<file path="src/ldc_defs.svh">
/*
 * Constants for the LED driver configuration and scan-limit block:
 * register addresses, configuration bit positions, reset values, timing.
 * Assumes a 200 MHz reference clock standing in for the display oscillator.
 */
`ifndef LDC_DEFS_SVH
`define LDC_DEFS_SVH

// ==========================================================
// Register addresses
`define LDC_ADDR_SCAN      8'h03
`define LDC_ADDR_CFG       8'h04

// ==========================================================
// Configuration bit positions
`define LDC_CFG_RUN        0
`define LDC_CFG_SPARE      1
`define LDC_CFG_FAST       2
`define LDC_CFG_BLINK      3
`define LDC_CFG_SYNC       4
`define LDC_CFG_CLEAR      5
`define LDC_CFG_INDIV      6
`define LDC_CFG_PHASE      7
`define LDC_SCAN_MSB       2

// ==========================================================
// Reset values and bus address
`define LDC_CFG_RST        7'h00
`define LDC_SCAN_RST       3'h7
`define LDC_DEV_ADDR       7'h60

// ==========================================================
// Timing
`define LDC_CLK_KHZ        200000
`define LDC_CLK_PERIOD_NS  5
`define LDC_SLOW_HALF_MS   1000
`define LDC_FAST_HALF_MS   500
`define LDC_SLOW_HALF_CYC  (`LDC_SLOW_HALF_MS * `LDC_CLK_KHZ)
`define LDC_FAST_HALF_CYC  (`LDC_FAST_HALF_MS * `LDC_CLK_KHZ)
`define LDC_DIGIT_NS       1000
`define LDC_DIGIT_CYC      (`LDC_DIGIT_NS / `LDC_CLK_PERIOD_NS)

`endif

</file>
<file path="src/ldc_pkg.sv">
/*
 * Types for the LED driver configuration block.
 * Assumes ldc_defs.svh supplies all numeric constants.
 */
package ldc_pkg;

   // ==========================================================
   // Stored configuration, bit 0 lowest
   typedef struct packed {
      logic indiv;
      logic clear;
      logic sync;
      logic blink_en;
      logic fast;
      logic spare;
      logic run;
   } ldc_cfg_t;

   // ==========================================================
   // Register write carrier from the serial engine
   typedef struct packed {
      logic       wr;
      logic [7:0] addr;
      logic [7:0] data;
   } ldc_wr_t;

   // ==========================================================
   // Serial engine states
   typedef enum logic [8:0] {
      I2C_IDLE  = 9'h001,
      I2C_ADDR  = 9'h002,
      I2C_ACK_A = 9'h004,
      I2C_PTR   = 9'h008,
      I2C_ACK_P = 9'h010,
      I2C_WDATA = 9'h020,
      I2C_ACK_W = 9'h040,
      I2C_RDATA = 9'h080,
      I2C_RACK  = 9'h100
   } ldc_i2c_st_t;

   typedef struct packed {
      logic [1:0]  scl_s;
      logic [1:0]  sda_s;
      logic        scl_p;
      logic        sda_p;
      ldc_i2c_st_t st;
      logic [3:0]  cnt;
      logic [7:0]  sh;
      logic [7:0]  ptr;
      logic        wr;
   } ldc_i2c_reg_t;

   typedef struct packed {
      logic [27:0] cnt;
      logic        phase;
   } ldc_blink_reg_t;

   typedef struct packed {
      ldc_cfg_t   cfg;
      logic [2:0] lim;
      logic [2:0] digit;
      logic [7:0] scan_cnt;
      logic [7:0] seg;
      logic       clr;
   } ldc_top_reg_t;

endpackage

</file>
<file path="src/ldc_i2c_slave.sv">
/*
 * Two-wire serial slave: address byte, register pointer, write bytes with
 * auto-increment, and reads from the pointer onward.
 * Assumes SCL and SDA arrive asynchronously and are far slower than ref_clk.
 */
`timescale 1ns/100ps
`include "ldc_defs.svh"

module ldc_i2c_slave (
   input  wire logic            ref_clk,
   input  wire logic            rst,
   input  wire logic            scl_i,
   input  wire logic            sda_i,
   output logic                 sda_o,
   output logic                 sda_oe,
   input  wire logic [7:0]      rd_data,
   output logic [7:0]           rd_addr,
   output ldc_pkg::ldc_wr_t     wr
);

   ldc_pkg::ldc_i2c_reg_t r_q;
   ldc_pkg::ldc_i2c_reg_t r_d;
   logic                  scl;
   logic                  sda;
   logic                  rise;
   logic                  fall;
   logic                  start;
   logic                  stop;

   // ==========================================================
   // Line events from the second synchroniser stage only
   assign scl   = r_q.scl_s[1];
   assign sda   = r_q.sda_s[1];
   assign rise  = scl & ~r_q.scl_p;
   assign fall  = ~scl & r_q.scl_p;
   assign start = scl & r_q.scl_p & r_q.sda_p & ~sda;
   assign stop  = scl & r_q.scl_p & ~r_q.sda_p & sda;

   // Protocol sequencer
   always_comb begin
      r_d       = r_q;
      r_d.scl_s = {r_q.scl_s[0], scl_i};
      r_d.sda_s = {r_q.sda_s[0], sda_i};
      r_d.scl_p = scl;
      r_d.sda_p = sda;
      r_d.wr    = 1'b0;
      if (start) begin
         r_d.st  = ldc_pkg::I2C_ADDR;
         r_d.cnt = 4'h0;
      end else if (stop) begin
         r_d.st = ldc_pkg::I2C_IDLE;
      end else begin
         unique case (r_q.st)
            ldc_pkg::I2C_IDLE: begin
               r_d.cnt = 4'h0;
            end
            ldc_pkg::I2C_ADDR, ldc_pkg::I2C_PTR, ldc_pkg::I2C_WDATA: begin
               if (rise) begin
                  r_d.sh  = {r_q.sh[6:0], sda};
                  r_d.cnt = r_q.cnt + 4'h1;
               end else if (fall && r_q.cnt == 4'h8) begin
                  r_d.cnt = 4'h0;
                  if (r_q.st == ldc_pkg::I2C_ADDR) begin
                     r_d.st = (r_q.sh[7:1] == `LDC_DEV_ADDR) ? ldc_pkg::I2C_ACK_A : ldc_pkg::I2C_IDLE;
                  end else if (r_q.st == ldc_pkg::I2C_PTR) begin
                     r_d.st  = ldc_pkg::I2C_ACK_P;
                     r_d.ptr = r_q.sh;
                  end else begin
                     r_d.st = ldc_pkg::I2C_ACK_W;
                     r_d.wr = 1'b1;                      // Write lands in the acknowledge
                  end
               end
            end
            ldc_pkg::I2C_ACK_A: begin
               if (fall) begin
                  if (r_q.sh[0]) begin
                     r_d.st = ldc_pkg::I2C_RDATA;
                     r_d.sh = rd_data;
                  end else begin
                     r_d.st = ldc_pkg::I2C_PTR;
                  end
               end
            end
            ldc_pkg::I2C_ACK_P, ldc_pkg::I2C_ACK_W: begin
               if (fall) begin
                  r_d.st = ldc_pkg::I2C_WDATA;
                  if (r_q.st == ldc_pkg::I2C_ACK_W) begin
                     r_d.ptr = r_q.ptr + 8'h01;
                  end
               end
            end
            ldc_pkg::I2C_RDATA: begin
               if (fall) begin
                  r_d.sh  = {r_q.sh[6:0], 1'b0};
                  r_d.cnt = r_q.cnt + 4'h1;
                  if (r_q.cnt == 4'h7) begin
                     r_d.st  = ldc_pkg::I2C_RACK;
                     r_d.cnt = 4'h0;
                  end
               end
            end
            ldc_pkg::I2C_RACK: begin
               if (rise) begin
                  if (sda) begin
                     r_d.st = ldc_pkg::I2C_IDLE;         // Master ends the read
                  end else begin
                     r_d.ptr = r_q.ptr + 8'h01;
                  end
               end else if (fall) begin
                  r_d.st = ldc_pkg::I2C_RDATA;
                  r_d.sh = rd_data;
               end
            end
            default: begin
               r_d.st = ldc_pkg::I2C_IDLE;
            end
         endcase
      end
   end

   // State register
   always_ff @(posedge ref_clk or posedge rst) begin
      if (rst) begin
         r_q <= '{scl_s: 2'h3, sda_s: 2'h3, scl_p: 1'b1, sda_p: 1'b1, st: ldc_pkg::I2C_IDLE,
                  cnt: 4'h0, sh: 8'h00, ptr: 8'h00, wr: 1'b0};
      end else begin
         r_q <= r_d;
      end
   end

   // Open-drain drive: acknowledge low or a zero data bit
   assign sda_o   = 1'b0;
   assign sda_oe  = (r_q.st inside {ldc_pkg::I2C_ACK_A, ldc_pkg::I2C_ACK_P, ldc_pkg::I2C_ACK_W})
                    | ((r_q.st == ldc_pkg::I2C_RDATA) & ~r_q.sh[7]);
   assign rd_addr = r_q.ptr;
   assign wr      = '{wr: r_q.wr, addr: r_q.ptr, data: r_q.sh};

endmodule // ldc_i2c_slave

</file>
<file path="src/ldc_blink_timer.sv">
/*
 * Blink half-period timer with slow and fast rates and a restart input.
 * Assumes sync is a one-cycle pulse on ref_clk.
 */
`timescale 1ns/100ps
`include "ldc_defs.svh"

module ldc_blink_timer #(
   parameter int SLOW_HALF_CYC = `LDC_SLOW_HALF_CYC,
   parameter int FAST_HALF_CYC = `LDC_FAST_HALF_CYC
) (
   input  wire logic ref_clk,
   input  wire logic rst,
   input  wire logic fast,
   input  wire logic sync,
   output logic      phase
);

   ldc_pkg::ldc_blink_reg_t r_q;
   ldc_pkg::ldc_blink_reg_t r_d;
   logic [27:0]             half_last;

   // Last count of the selected half period
   assign half_last = fast ? 28'(FAST_HALF_CYC - 1) : 28'(SLOW_HALF_CYC - 1);

   // Count, flip phase at each half, restart on sync
   always_comb begin
      r_d = r_q;
      if (sync) begin
         r_d.cnt   = 28'h0000000;
         r_d.phase = 1'b1;
      end else if (r_q.cnt >= half_last) begin
         r_d.cnt   = 28'h0000000;
         r_d.phase = ~r_q.phase;
      end else begin
         r_d.cnt = r_q.cnt + 28'h0000001;
      end
   end

   always_ff @(posedge ref_clk or posedge rst) begin
      if (rst) begin
         r_q <= '{cnt: 28'h0000000, phase: 1'b1};
      end else begin
         r_q <= r_d;
      end
   end

   assign phase = r_q.phase;

   // ==========================================================
   // Checks
   property p_half_len;
      @(posedge ref_clk) disable iff (rst)
      (r_q.phase != $past(r_q.phase)) && !$past(sync) |-> $past(r_q.cnt) >= $past(half_last);
   endproperty
   a_half_len: assert property (p_half_len) else $error("blink phase flipped early");

   property p_sync_restart;
      @(posedge ref_clk) disable iff (rst)
      sync |=> r_q.cnt == 28'h0000000 && r_q.phase;
   endproperty
   a_sync_restart: assert property (p_sync_restart) else $error("blink sync did not restart");

endmodule // ldc_blink_timer

</file>
<file path="src/ldc_top.sv">
/*
 * LED driver configuration and scan-limit control: serial register access,
 * shutdown, blink rate and enable, two-plane segment blink, blink sync,
 * digit clear request, intensity source select, phase readback, digit scan.
 * Assumes the digit RAM outside presents the two plane words of scan_digit
 * and clears itself on digit_clear.
 */
`timescale 1ns/100ps
`include "ldc_defs.svh"

module ldc_top #(
   parameter int SLOW_HALF_CYC = `LDC_SLOW_HALF_CYC,
   parameter int FAST_HALF_CYC = `LDC_FAST_HALF_CYC
) (
   input  wire logic       ref_clk,
   input  wire logic       rst,
   input  wire logic       scl_i,
   input  wire logic       sda_i,
   output logic            sda_o,
   output logic            sda_oe,
   input  wire logic [7:0] first_half_plane,
   input  wire logic [7:0] second_half_plane,
   output logic [2:0]      scan_digit,
   output logic [7:0]      seg_out,
   output logic            display_on,
   output logic            digit_clear,
   output logic            use_digit_intensity,
   output logic            blink_phase
);

   ldc_pkg::ldc_top_reg_t r_q;
   ldc_pkg::ldc_top_reg_t r_d;
   ldc_pkg::ldc_wr_t      wr;
   logic [7:0]            rd_addr;
   logic [7:0]            rd_data;
   logic                  wr_cfg;
   logic                  wr_scan;
   logic                  sync_pulse;
   logic                  scan_step;

   // ==========================================================
   // Segment map for one plane pair
   function automatic logic [7:0] seg_map(input logic [7:0] p0, input logic [7:0] p1,
                                          input logic en, input logic ph);
      logic [7:0] s;
      if (en) begin
         s = (p0 & p1) | (p0 & {8{ph}}) | (p1 & {8{~ph}});
      end else begin
         s = p0;
      end
      return s;
   endfunction

   // ==========================================================
   // Serial register port
   ldc_i2c_slave u_i2c (
      .ref_clk (ref_clk),
      .rst     (rst),
      .scl_i   (scl_i),
      .sda_i   (sda_i),
      .sda_o   (sda_o),
      .sda_oe  (sda_oe),
      .rd_data (rd_data),
      .rd_addr (rd_addr),
      .wr      (wr)
   );

   // Write decode; sync and clear are taken from the write itself, not the store
   assign wr_cfg     = wr.wr && (wr.addr == `LDC_ADDR_CFG);
   assign wr_scan    = wr.wr && (wr.addr == `LDC_ADDR_SCAN);
   assign sync_pulse = wr_cfg && wr.data[`LDC_CFG_SYNC];

   // Read mux; phase is live, unused scan bits read zero
   always_comb begin
      rd_data = 8'h00;
      if (rd_addr == `LDC_ADDR_CFG) begin
         rd_data = {blink_phase, r_q.cfg};
      end else if (rd_addr == `LDC_ADDR_SCAN) begin
         rd_data = {5'h00, r_q.lim};
      end
   end

   // ==========================================================
   // Blink timing
   ldc_blink_timer #(
      .SLOW_HALF_CYC (SLOW_HALF_CYC),
      .FAST_HALF_CYC (FAST_HALF_CYC)
   ) u_blink (
      .ref_clk (ref_clk),
      .rst     (rst),
      .fast    (r_q.cfg.fast),
      .sync    (sync_pulse),
      .phase   (blink_phase)
   );

   // ==========================================================
   // Register store, digit scan and segment drive
   assign scan_step = r_q.cfg.run && (r_q.scan_cnt == 8'(`LDC_DIGIT_CYC - 1));

   always_comb begin
      r_d     = r_q;
      r_d.clr = 1'b0;
      if (wr_cfg) begin
         r_d.cfg = ldc_pkg::ldc_cfg_t'(wr.data[6:0]);         // Bit 1 stored and read back, drives nothing
         r_d.clr = wr.data[`LDC_CFG_CLEAR];
      end
      if (wr_scan) begin
         r_d.lim = wr.data[`LDC_SCAN_MSB:0];
      end
      // Scan holds still in shutdown
      if (r_q.cfg.run) begin
         if (scan_step) begin
            r_d.scan_cnt = 8'h00;
            r_d.digit    = (r_q.digit >= r_q.lim) ? 3'h0 : r_q.digit + 3'h1;
         end else begin
            r_d.scan_cnt = r_q.scan_cnt + 8'h01;
         end
      end
      // Segments dark in shutdown, mapped otherwise
      if (r_q.cfg.run) begin
         r_d.seg = seg_map(first_half_plane, second_half_plane, r_q.cfg.blink_en, blink_phase);
      end else begin
         r_d.seg = 8'h00;
      end
   end

   always_ff @(posedge ref_clk or posedge rst) begin
      if (rst) begin
         r_q <= '{cfg: `LDC_CFG_RST, lim: `LDC_SCAN_RST, digit: 3'h0,
                  scan_cnt: 8'h00, seg: 8'h00, clr: 1'b0};
      end else begin
         r_q <= r_d;
      end
   end

   // Outputs
   assign scan_digit          = r_q.digit;
   assign seg_out             = r_q.seg;
   assign display_on          = r_q.cfg.run;
   assign digit_clear         = r_q.clr;
   assign use_digit_intensity = r_q.cfg.indiv;

   // ==========================================================
   // Checks
   property p_shutdown_dark;
      @(posedge ref_clk) disable iff (rst)
      !r_q.cfg.run |=> seg_out == 8'h00;
   endproperty
   a_shutdown_dark: assert property (p_shutdown_dark) else $error("segments lit in shutdown");

   property p_run_bit;
      @(posedge ref_clk) disable iff (rst)
      wr_cfg |=> display_on == $past(wr.data[`LDC_CFG_RUN]);
   endproperty
   a_run_bit: assert property (p_run_bit) else $error("run bit not taken");

   property p_both_planes;
      @(posedge ref_clk) disable iff (rst)
      r_q.cfg.run && r_q.cfg.blink_en
      |=> ((seg_out ^ $past(first_half_plane)) & ~($past(first_half_plane) ^ $past(second_half_plane))) == 8'h00;
   endproperty
   a_both_planes: assert property (p_both_planes) else $error("steady segment wrong");

   property p_first_plane;
      @(posedge ref_clk) disable iff (rst)
      r_q.cfg.run && r_q.cfg.blink_en
      |=> (seg_out & $past(first_half_plane) & ~$past(second_half_plane))
          == ($past(first_half_plane) & ~$past(second_half_plane) & {8{$past(blink_phase)}});
   endproperty
   a_first_plane: assert property (p_first_plane) else $error("first plane segment wrong");

   property p_second_plane;
      @(posedge ref_clk) disable iff (rst)
      r_q.cfg.run && r_q.cfg.blink_en
      |=> (seg_out & ~$past(first_half_plane) & $past(second_half_plane))
          == (~$past(first_half_plane) & $past(second_half_plane) & {8{~$past(blink_phase)}});
   endproperty
   a_second_plane: assert property (p_second_plane) else $error("second plane segment wrong");

   property p_blink_off;
      @(posedge ref_clk) disable iff (rst)
      r_q.cfg.run && !r_q.cfg.blink_en |=> seg_out == $past(first_half_plane);
   endproperty
   a_blink_off: assert property (p_blink_off) else $error("blink off does not follow plane");

   property p_clear_once;
      @(posedge ref_clk) disable iff (rst)
      wr_cfg && wr.data[`LDC_CFG_CLEAR] |=> digit_clear ##1 !digit_clear;
   endproperty
   a_clear_once: assert property (p_clear_once) else $error("clear not a single pulse");

   property p_clear_cause;
      @(posedge ref_clk) disable iff (rst)
      digit_clear |-> $past(wr_cfg) && $past(wr.data[`LDC_CFG_CLEAR]);
   endproperty
   a_clear_cause: assert property (p_clear_cause) else $error("clear without write");

   property p_intensity_sel;
      @(posedge ref_clk) disable iff (rst)
      wr_cfg |=> use_digit_intensity == $past(wr.data[`LDC_CFG_INDIV]);
   endproperty
   a_intensity_sel: assert property (p_intensity_sel) else $error("intensity source wrong");

   property p_scan_wrap;
      @(posedge ref_clk) disable iff (rst)
      scan_step && (scan_digit >= r_q.lim) |=> scan_digit == 3'h0;
   endproperty
   a_scan_wrap: assert property (p_scan_wrap) else $error("scan passed limit");

   property p_scan_hold;
      @(posedge ref_clk) disable iff (rst)
      !r_q.cfg.run |=> $stable(r_q.scan_cnt);
   endproperty
   a_scan_hold: assert property (p_scan_hold) else $error("scan ran in shutdown");

   property p_run_scan;
      @(posedge ref_clk) disable iff (rst)
      r_q.cfg.run && !scan_step |=> r_q.scan_cnt == $past(r_q.scan_cnt) + 8'h01;
   endproperty
   a_run_scan: assert property (p_run_scan) else $error("scan timer stalled");

   property p_digit_steady;
      @(posedge ref_clk) disable iff (rst)
      !scan_step |=> $stable(scan_digit);
   endproperty
   a_digit_steady: assert property (p_digit_steady) else $error("digit moved between steps");

   property p_digit_step;
      @(posedge ref_clk) disable iff (rst)
      scan_step && (scan_digit < r_q.lim) |=> scan_digit == $past(scan_digit) + 3'h1;
   endproperty
   a_digit_step: assert property (p_digit_step) else $error("digit did not advance");

   property p_lim_write;
      @(posedge ref_clk) disable iff (rst)
      wr_scan |=> r_q.lim == $past(wr.data[`LDC_SCAN_MSB:0]);
   endproperty
   a_lim_write: assert property (p_lim_write) else $error("scan limit not taken");

   property p_fast_sel;
      @(posedge ref_clk) disable iff (rst)
      wr_cfg |=> r_q.cfg.fast == $past(wr.data[`LDC_CFG_FAST]);
   endproperty
   a_fast_sel: assert property (p_fast_sel) else $error("blink rate not taken");

   property p_blink_sel;
      @(posedge ref_clk) disable iff (rst)
      wr_cfg |=> r_q.cfg.blink_en == $past(wr.data[`LDC_CFG_BLINK]);
   endproperty
   a_blink_sel: assert property (p_blink_sel) else $error("blink enable not taken");

   property p_clear_quiet;
      @(posedge ref_clk) disable iff (rst)
      wr_cfg && !wr.data[`LDC_CFG_CLEAR] |=> !digit_clear;
   endproperty
   a_clear_quiet: assert property (p_clear_quiet) else $error("clear without its bit");

   property p_clear_stored;
      @(posedge ref_clk) disable iff (rst)
      !wr_cfg |=> !digit_clear;
   endproperty
   a_clear_stored: assert property (p_clear_stored) else $error("clear repeated from store");

   property p_cfg_hold;
      @(posedge ref_clk) disable iff (rst)
      !wr_cfg |=> $stable(display_on) && $stable(use_digit_intensity);
   endproperty
   a_cfg_hold: assert property (p_cfg_hold) else $error("config moved without write");

   property p_sync_phase;
      @(posedge ref_clk) disable iff (rst)
      sync_pulse |=> blink_phase;
   endproperty
   a_sync_phase: assert property (p_sync_phase) else $error("sync left second phase");

   property p_reset_outputs;
      @(posedge ref_clk)
      $fell(rst) |-> !digit_clear && !use_digit_intensity && blink_phase && scan_digit == 3'h0;
   endproperty
   a_reset_outputs: assert property (p_reset_outputs) else $error("bad outputs after reset");

   property p_reset_state;
      @(posedge ref_clk)
      $fell(rst) |-> !display_on && r_q.lim == 3'h7 && !r_q.cfg.fast && !r_q.cfg.blink_en;
   endproperty
   a_reset_state: assert property (p_reset_state) else $error("bad reset state");

endmodule // ldc_top

</file>
<file path="config.mk">
export PLATFORM = sky130hd
export DESIGN_NAME = ldc_top
export DESIGN_NICKNAME = d
export VERILOG_FILES = /design/src/ldc_pkg.sv /design/src/ldc_i2c_slave.sv /design/src/ldc_blink_timer.sv /design/src/ldc_top.sv
export VERILOG_INCLUDE_DIRS = /design/src /design/src/src
export SDC_FILE = /design/constraint.sdc
export NUM_CORES = 1
export LEC_CHECK = 0
export BUFFER_PORTS_ARGS = -buffer_cell sky130_fd_sc_hd__buf_2
export CELL_PAD_IN_SITES_DETAIL_PLACEMENT = 1
export CELL_PAD_IN_SITES_GLOBAL_PLACEMENT = 1
export CORE_ASPECT_RATIO = 1.25
export CORE_MARGIN = 5
export CORE_UTILIZATION = 48
export DETAILED_ROUTE_END_ITERATION = 10
export PLACE_DENSITY = 0.89
export SYNTH_ARGS = -nofsm -noshare
export SYNTH_HDL_FRONTEND = slang
export SYNTH_SLANG_ARGS = --single-unit
export TNS_END_PERCENT = 10
</file>
<file path="constraint.sdc">
create_clock -name ref_clk -period 3.5 [get_ports ref_clk]
set_input_delay 0.7 -clock ref_clk [delete_from_list [all_inputs] [get_ports ref_clk]]
set_output_delay 0.7 -clock ref_clk [all_outputs]
set_load 0.01 [all_outputs]
</file>
==> summary.md <==
| Metric | Value |
|---|---|
| CTS H-tree lvls | 3 |
| Initial drt markers | 282 |
| Pre-CTS setup slack | 0.846 ns |
| CP Cell Sequence | nor4_1 -> and2_1 -> nand3b_1 -> o211ai_1 -> buf_2 |
| HP Class | reg -> reg |
| DRC | 0 |
| Crit path depth | 5 |
| Largest delay contributor family on the critical path | simple AND/OR/NAND/NOR gates |
| Final worst setup slack | 0.706 ns |
| Die H | 129 um |
| Worst path slowest cell | dfrtp_1 |
| Final Power | 0.00253 W |
| Primary FF master, synth | dfrtp_1 |
| RePlAce Congestion | 0.853 |
| Startpoint Class | register |
| Reg2reg path depth | 5 |
| Met2 Usage GRT | 40.0% |
| Antenna violations before repair | 0 |
| Die Wd | 105 um |
| Most frequent cells in the layout | dfrtp_1, nor2_1, nand2_1 |
| GRT Util Overall | 21.7% |
| Syn avg cell area | 9.81 um2 |
| Syn Nets | 594 |
| Flop-to-flop setup slack | 0.75 ns |
| Fin Setup TNS | 0 ns |
| Final setup fails | 0 |
| Cts bufs inserted | 9 |
| RSZ-0062 raised after global routing | no |
| Slew Viols, Final | 0 |
| Crit path buf inv count | 1 |
| Peak per-stage delay on the critical path | 0.50 ns |
| Synthesis-to-layout area growth | 8.32% |
| Number of gates resized after cts | 0 |
| Share of cells above drive strength 1 | 16.4% |
| Grt met1 use | 24.4% |
| Nets | 609 |
| DR vias | 4267 |
| Largest net degree at the start of global routing | 54 |
| FFs w/ async S/R, synth | 100% |
| Fin util | 53.2% |
| Syn Inst Count | 555 |
| Final min period | 2.79 ns |
| Max VDD drop | 215 uV |
| Hold Crit Start | u_i2c.r_d[33] |
| Starting Density | 49.1% |
| Longest Clk Path Bufs | 2 |
| Post-synth EDFFs | 0 |
| Placed Cells | 694 |
| ANT cells | 0 |
| Post-synthesis register bit count | 95 |
| Final Skew | 0.00484 ns |
| Crit path launch | u_i2c.r_q[27] |
| F_max | 358 MHz |
| CP Class | reg -> out |
| Die Footprint | 13600 um2 |
| First-pass GRT wire length | 23.9 mm |
| RR Startpoint | u_i2c.r_q[23] |
| Mapped Area | 5450 um2 |
| Slew headroom | 35.6% |
| Layer with the highest usage | met2 |
| Power density over cell area | 428 nW/um2 |
| Core area | 11100 um2 |
| Vias in the first global route | 4806 |
| Seq/Total Area, Yosys | 43.9% |
| Final Hold Fails | 0 |
| Least-Margin Pin Slew | 0.966 ns |
| Synth cell types | 70 |
| Commonest non-fill, non-tap cell in the layout | dfrtp_1 |
| Worst path arrival time | 2.09 ns |
| Wire per inst | 19.9 um |
| GRT Residual Overflow | 0 |
| Fin cells | 709 |
| Fin crit share | 79.8% |
| CTS Sinks | 95 |
| Crit. End Element | primary output |
| Reg clk slew, reported paths | 0.06 ns |
| Root buffer cell | clkbuf_16 |
| Final HPWL DP | 9.85 mm |
| Worst reg2reg path endpoint | u_i2c.r_q[23] |
| Final wirelength | 14.1 mm |
| Worst setup path endpoint | sda_oe |
| Vias per cell | 6.02 |
| CTS tree | built |
| Hold buffers post-CTS | 0 |
| Clock latency on the worst-skew pair | 0.34 ns |
| Status | finished clean |
| Leakage power | 2.76 nW |
| Synth Warn # | 0 |
| Drt pass-1 iters | 4 |
| Max Fanout on Critical Path | 10 |
| Post-CTS Setup Repair Bufs | 0 |
| Max-cap violations | 0 |
| Port Buffers | 35 |
| Remaining antenna violation count | 0 |
| # rows | 43 |
| Total I/O pin count | 37 |
| CP Data Required Time | 2.80 ns |
| Met3 Resource Use GR | 2.89% |
==> logic make-up (layout without fill, tap and decap cells) <==
group           after synthesis  count (layout)  synth area share (%)
simple gates                230             230                  23.2
compound gates               97              97                  12.8
flops                        95              95                  43.9
buf+inv                      56              75                  5.86
xor+xnor                     37              37                  5.95
mux                          20              20                  3.91
fa+ha+maj                    19              19                  4.37
other cells                   1               1                0.0689
==> flip-flops by register name, summed over array words and instances, names as in the netlist <==
name,cells
u_i2c.r_d,4
u_i2c.r_q,15
digit_clear,1
u_i2c.wr,9
seg_out,8
r_q,16
u_blink.phase,1
u_i2c.rd_addr,8
scan_digit,3
use_digit_intensity,1
display_on,1
u_blink.r_q,28
==> routing by layer <==
metal / share of wire, % / vias up
li1: - / 1982
met1: 39 / 2147
met2: 54 / 98
met3: 3.4 / 40
met4: 3.8 / 0
met5: 0 / -
==> how the worst min path moves through the flow <==
stage | end | slack, ns | depth (start not counted)
2_1_floorplan | u_i2c.r_d[30] | 0.35 | 0
3_3_place_gp | u_i2c.r_d[30] | 0.35 | 0
3_5_place_dp | u_i2c.r_d[30] | 0.35 | 0
4_1_cts | u_i2c.r_d[30] | 0.36 | 0
5_1_grt | u_i2c.r_d[30] | 0.36 | 0
6_report | u_i2c.r_d[30] | 0.36 | 0
==> synthesized netlist by cell type, types with 4 or more instances <==
master	number	area share, %
and2_1	7	0.80
mux2i_1	10	1.8
buf_4	17	2.3
and3_1	6	0.69
nor4_1	5	0.57
buf_2	6	0.55
o21ai_0	20	1.8
dfstp_2	11	5.3
xor2_1	25	4.0
inv_1	21	1.4
clkbuf_1	7	0.48
nand3_1	25	2.3
o31ai_1	4	0.55
nor2_1	53	3.7
a21oi_1	17	1.6
ha_1	19	4.4
nor2b_1	15	1.7
a21o_1	9	1.2
and4_1	4	0.64
a22oi_1	5	0.69
xnor2_1	12	1.9
o22ai_1	4	0.46
buf_6	5	1.0
nand2b_1	6	0.69
nand2_1	48	3.3
nor3_1	11	1.0
nand4_1	16	1.8
nand3b_1	6	0.83
a22o_1	7	1.1
dfrtp_1	84	39
mux2_2	10	2.1
==> where the power goes <==
group          switching [W]  total [W]  internal [W]
Sequential         0.0000777    0.00122       0.00114
Clock               0.000418    0.00104      0.000625
Combinational       0.000161   0.000265      0.000103
==> stage by stage <==
stage	hold WS (ns)	area (um2)
finish	0.358	5900
global route	0.365	5900
CTS	0.359	5900
detailed placement	0.350	5590
global placement	0.347	5590
floorplan	0.345	5450
==> layout make-up <==
cell class                      instances  area, um2
Sequential cell                        95       2390
Tap cell                              135        169
Timing Repair Buffer                   39        218
Fill cell                            1242       5180
Clock inverter                          3       68.8
Multi-Input combinational cell        404       2740
Clock buffer                           12        236
Inverter                               21       80.1
No activity file was read; power rests on OpenSTA's default activity.
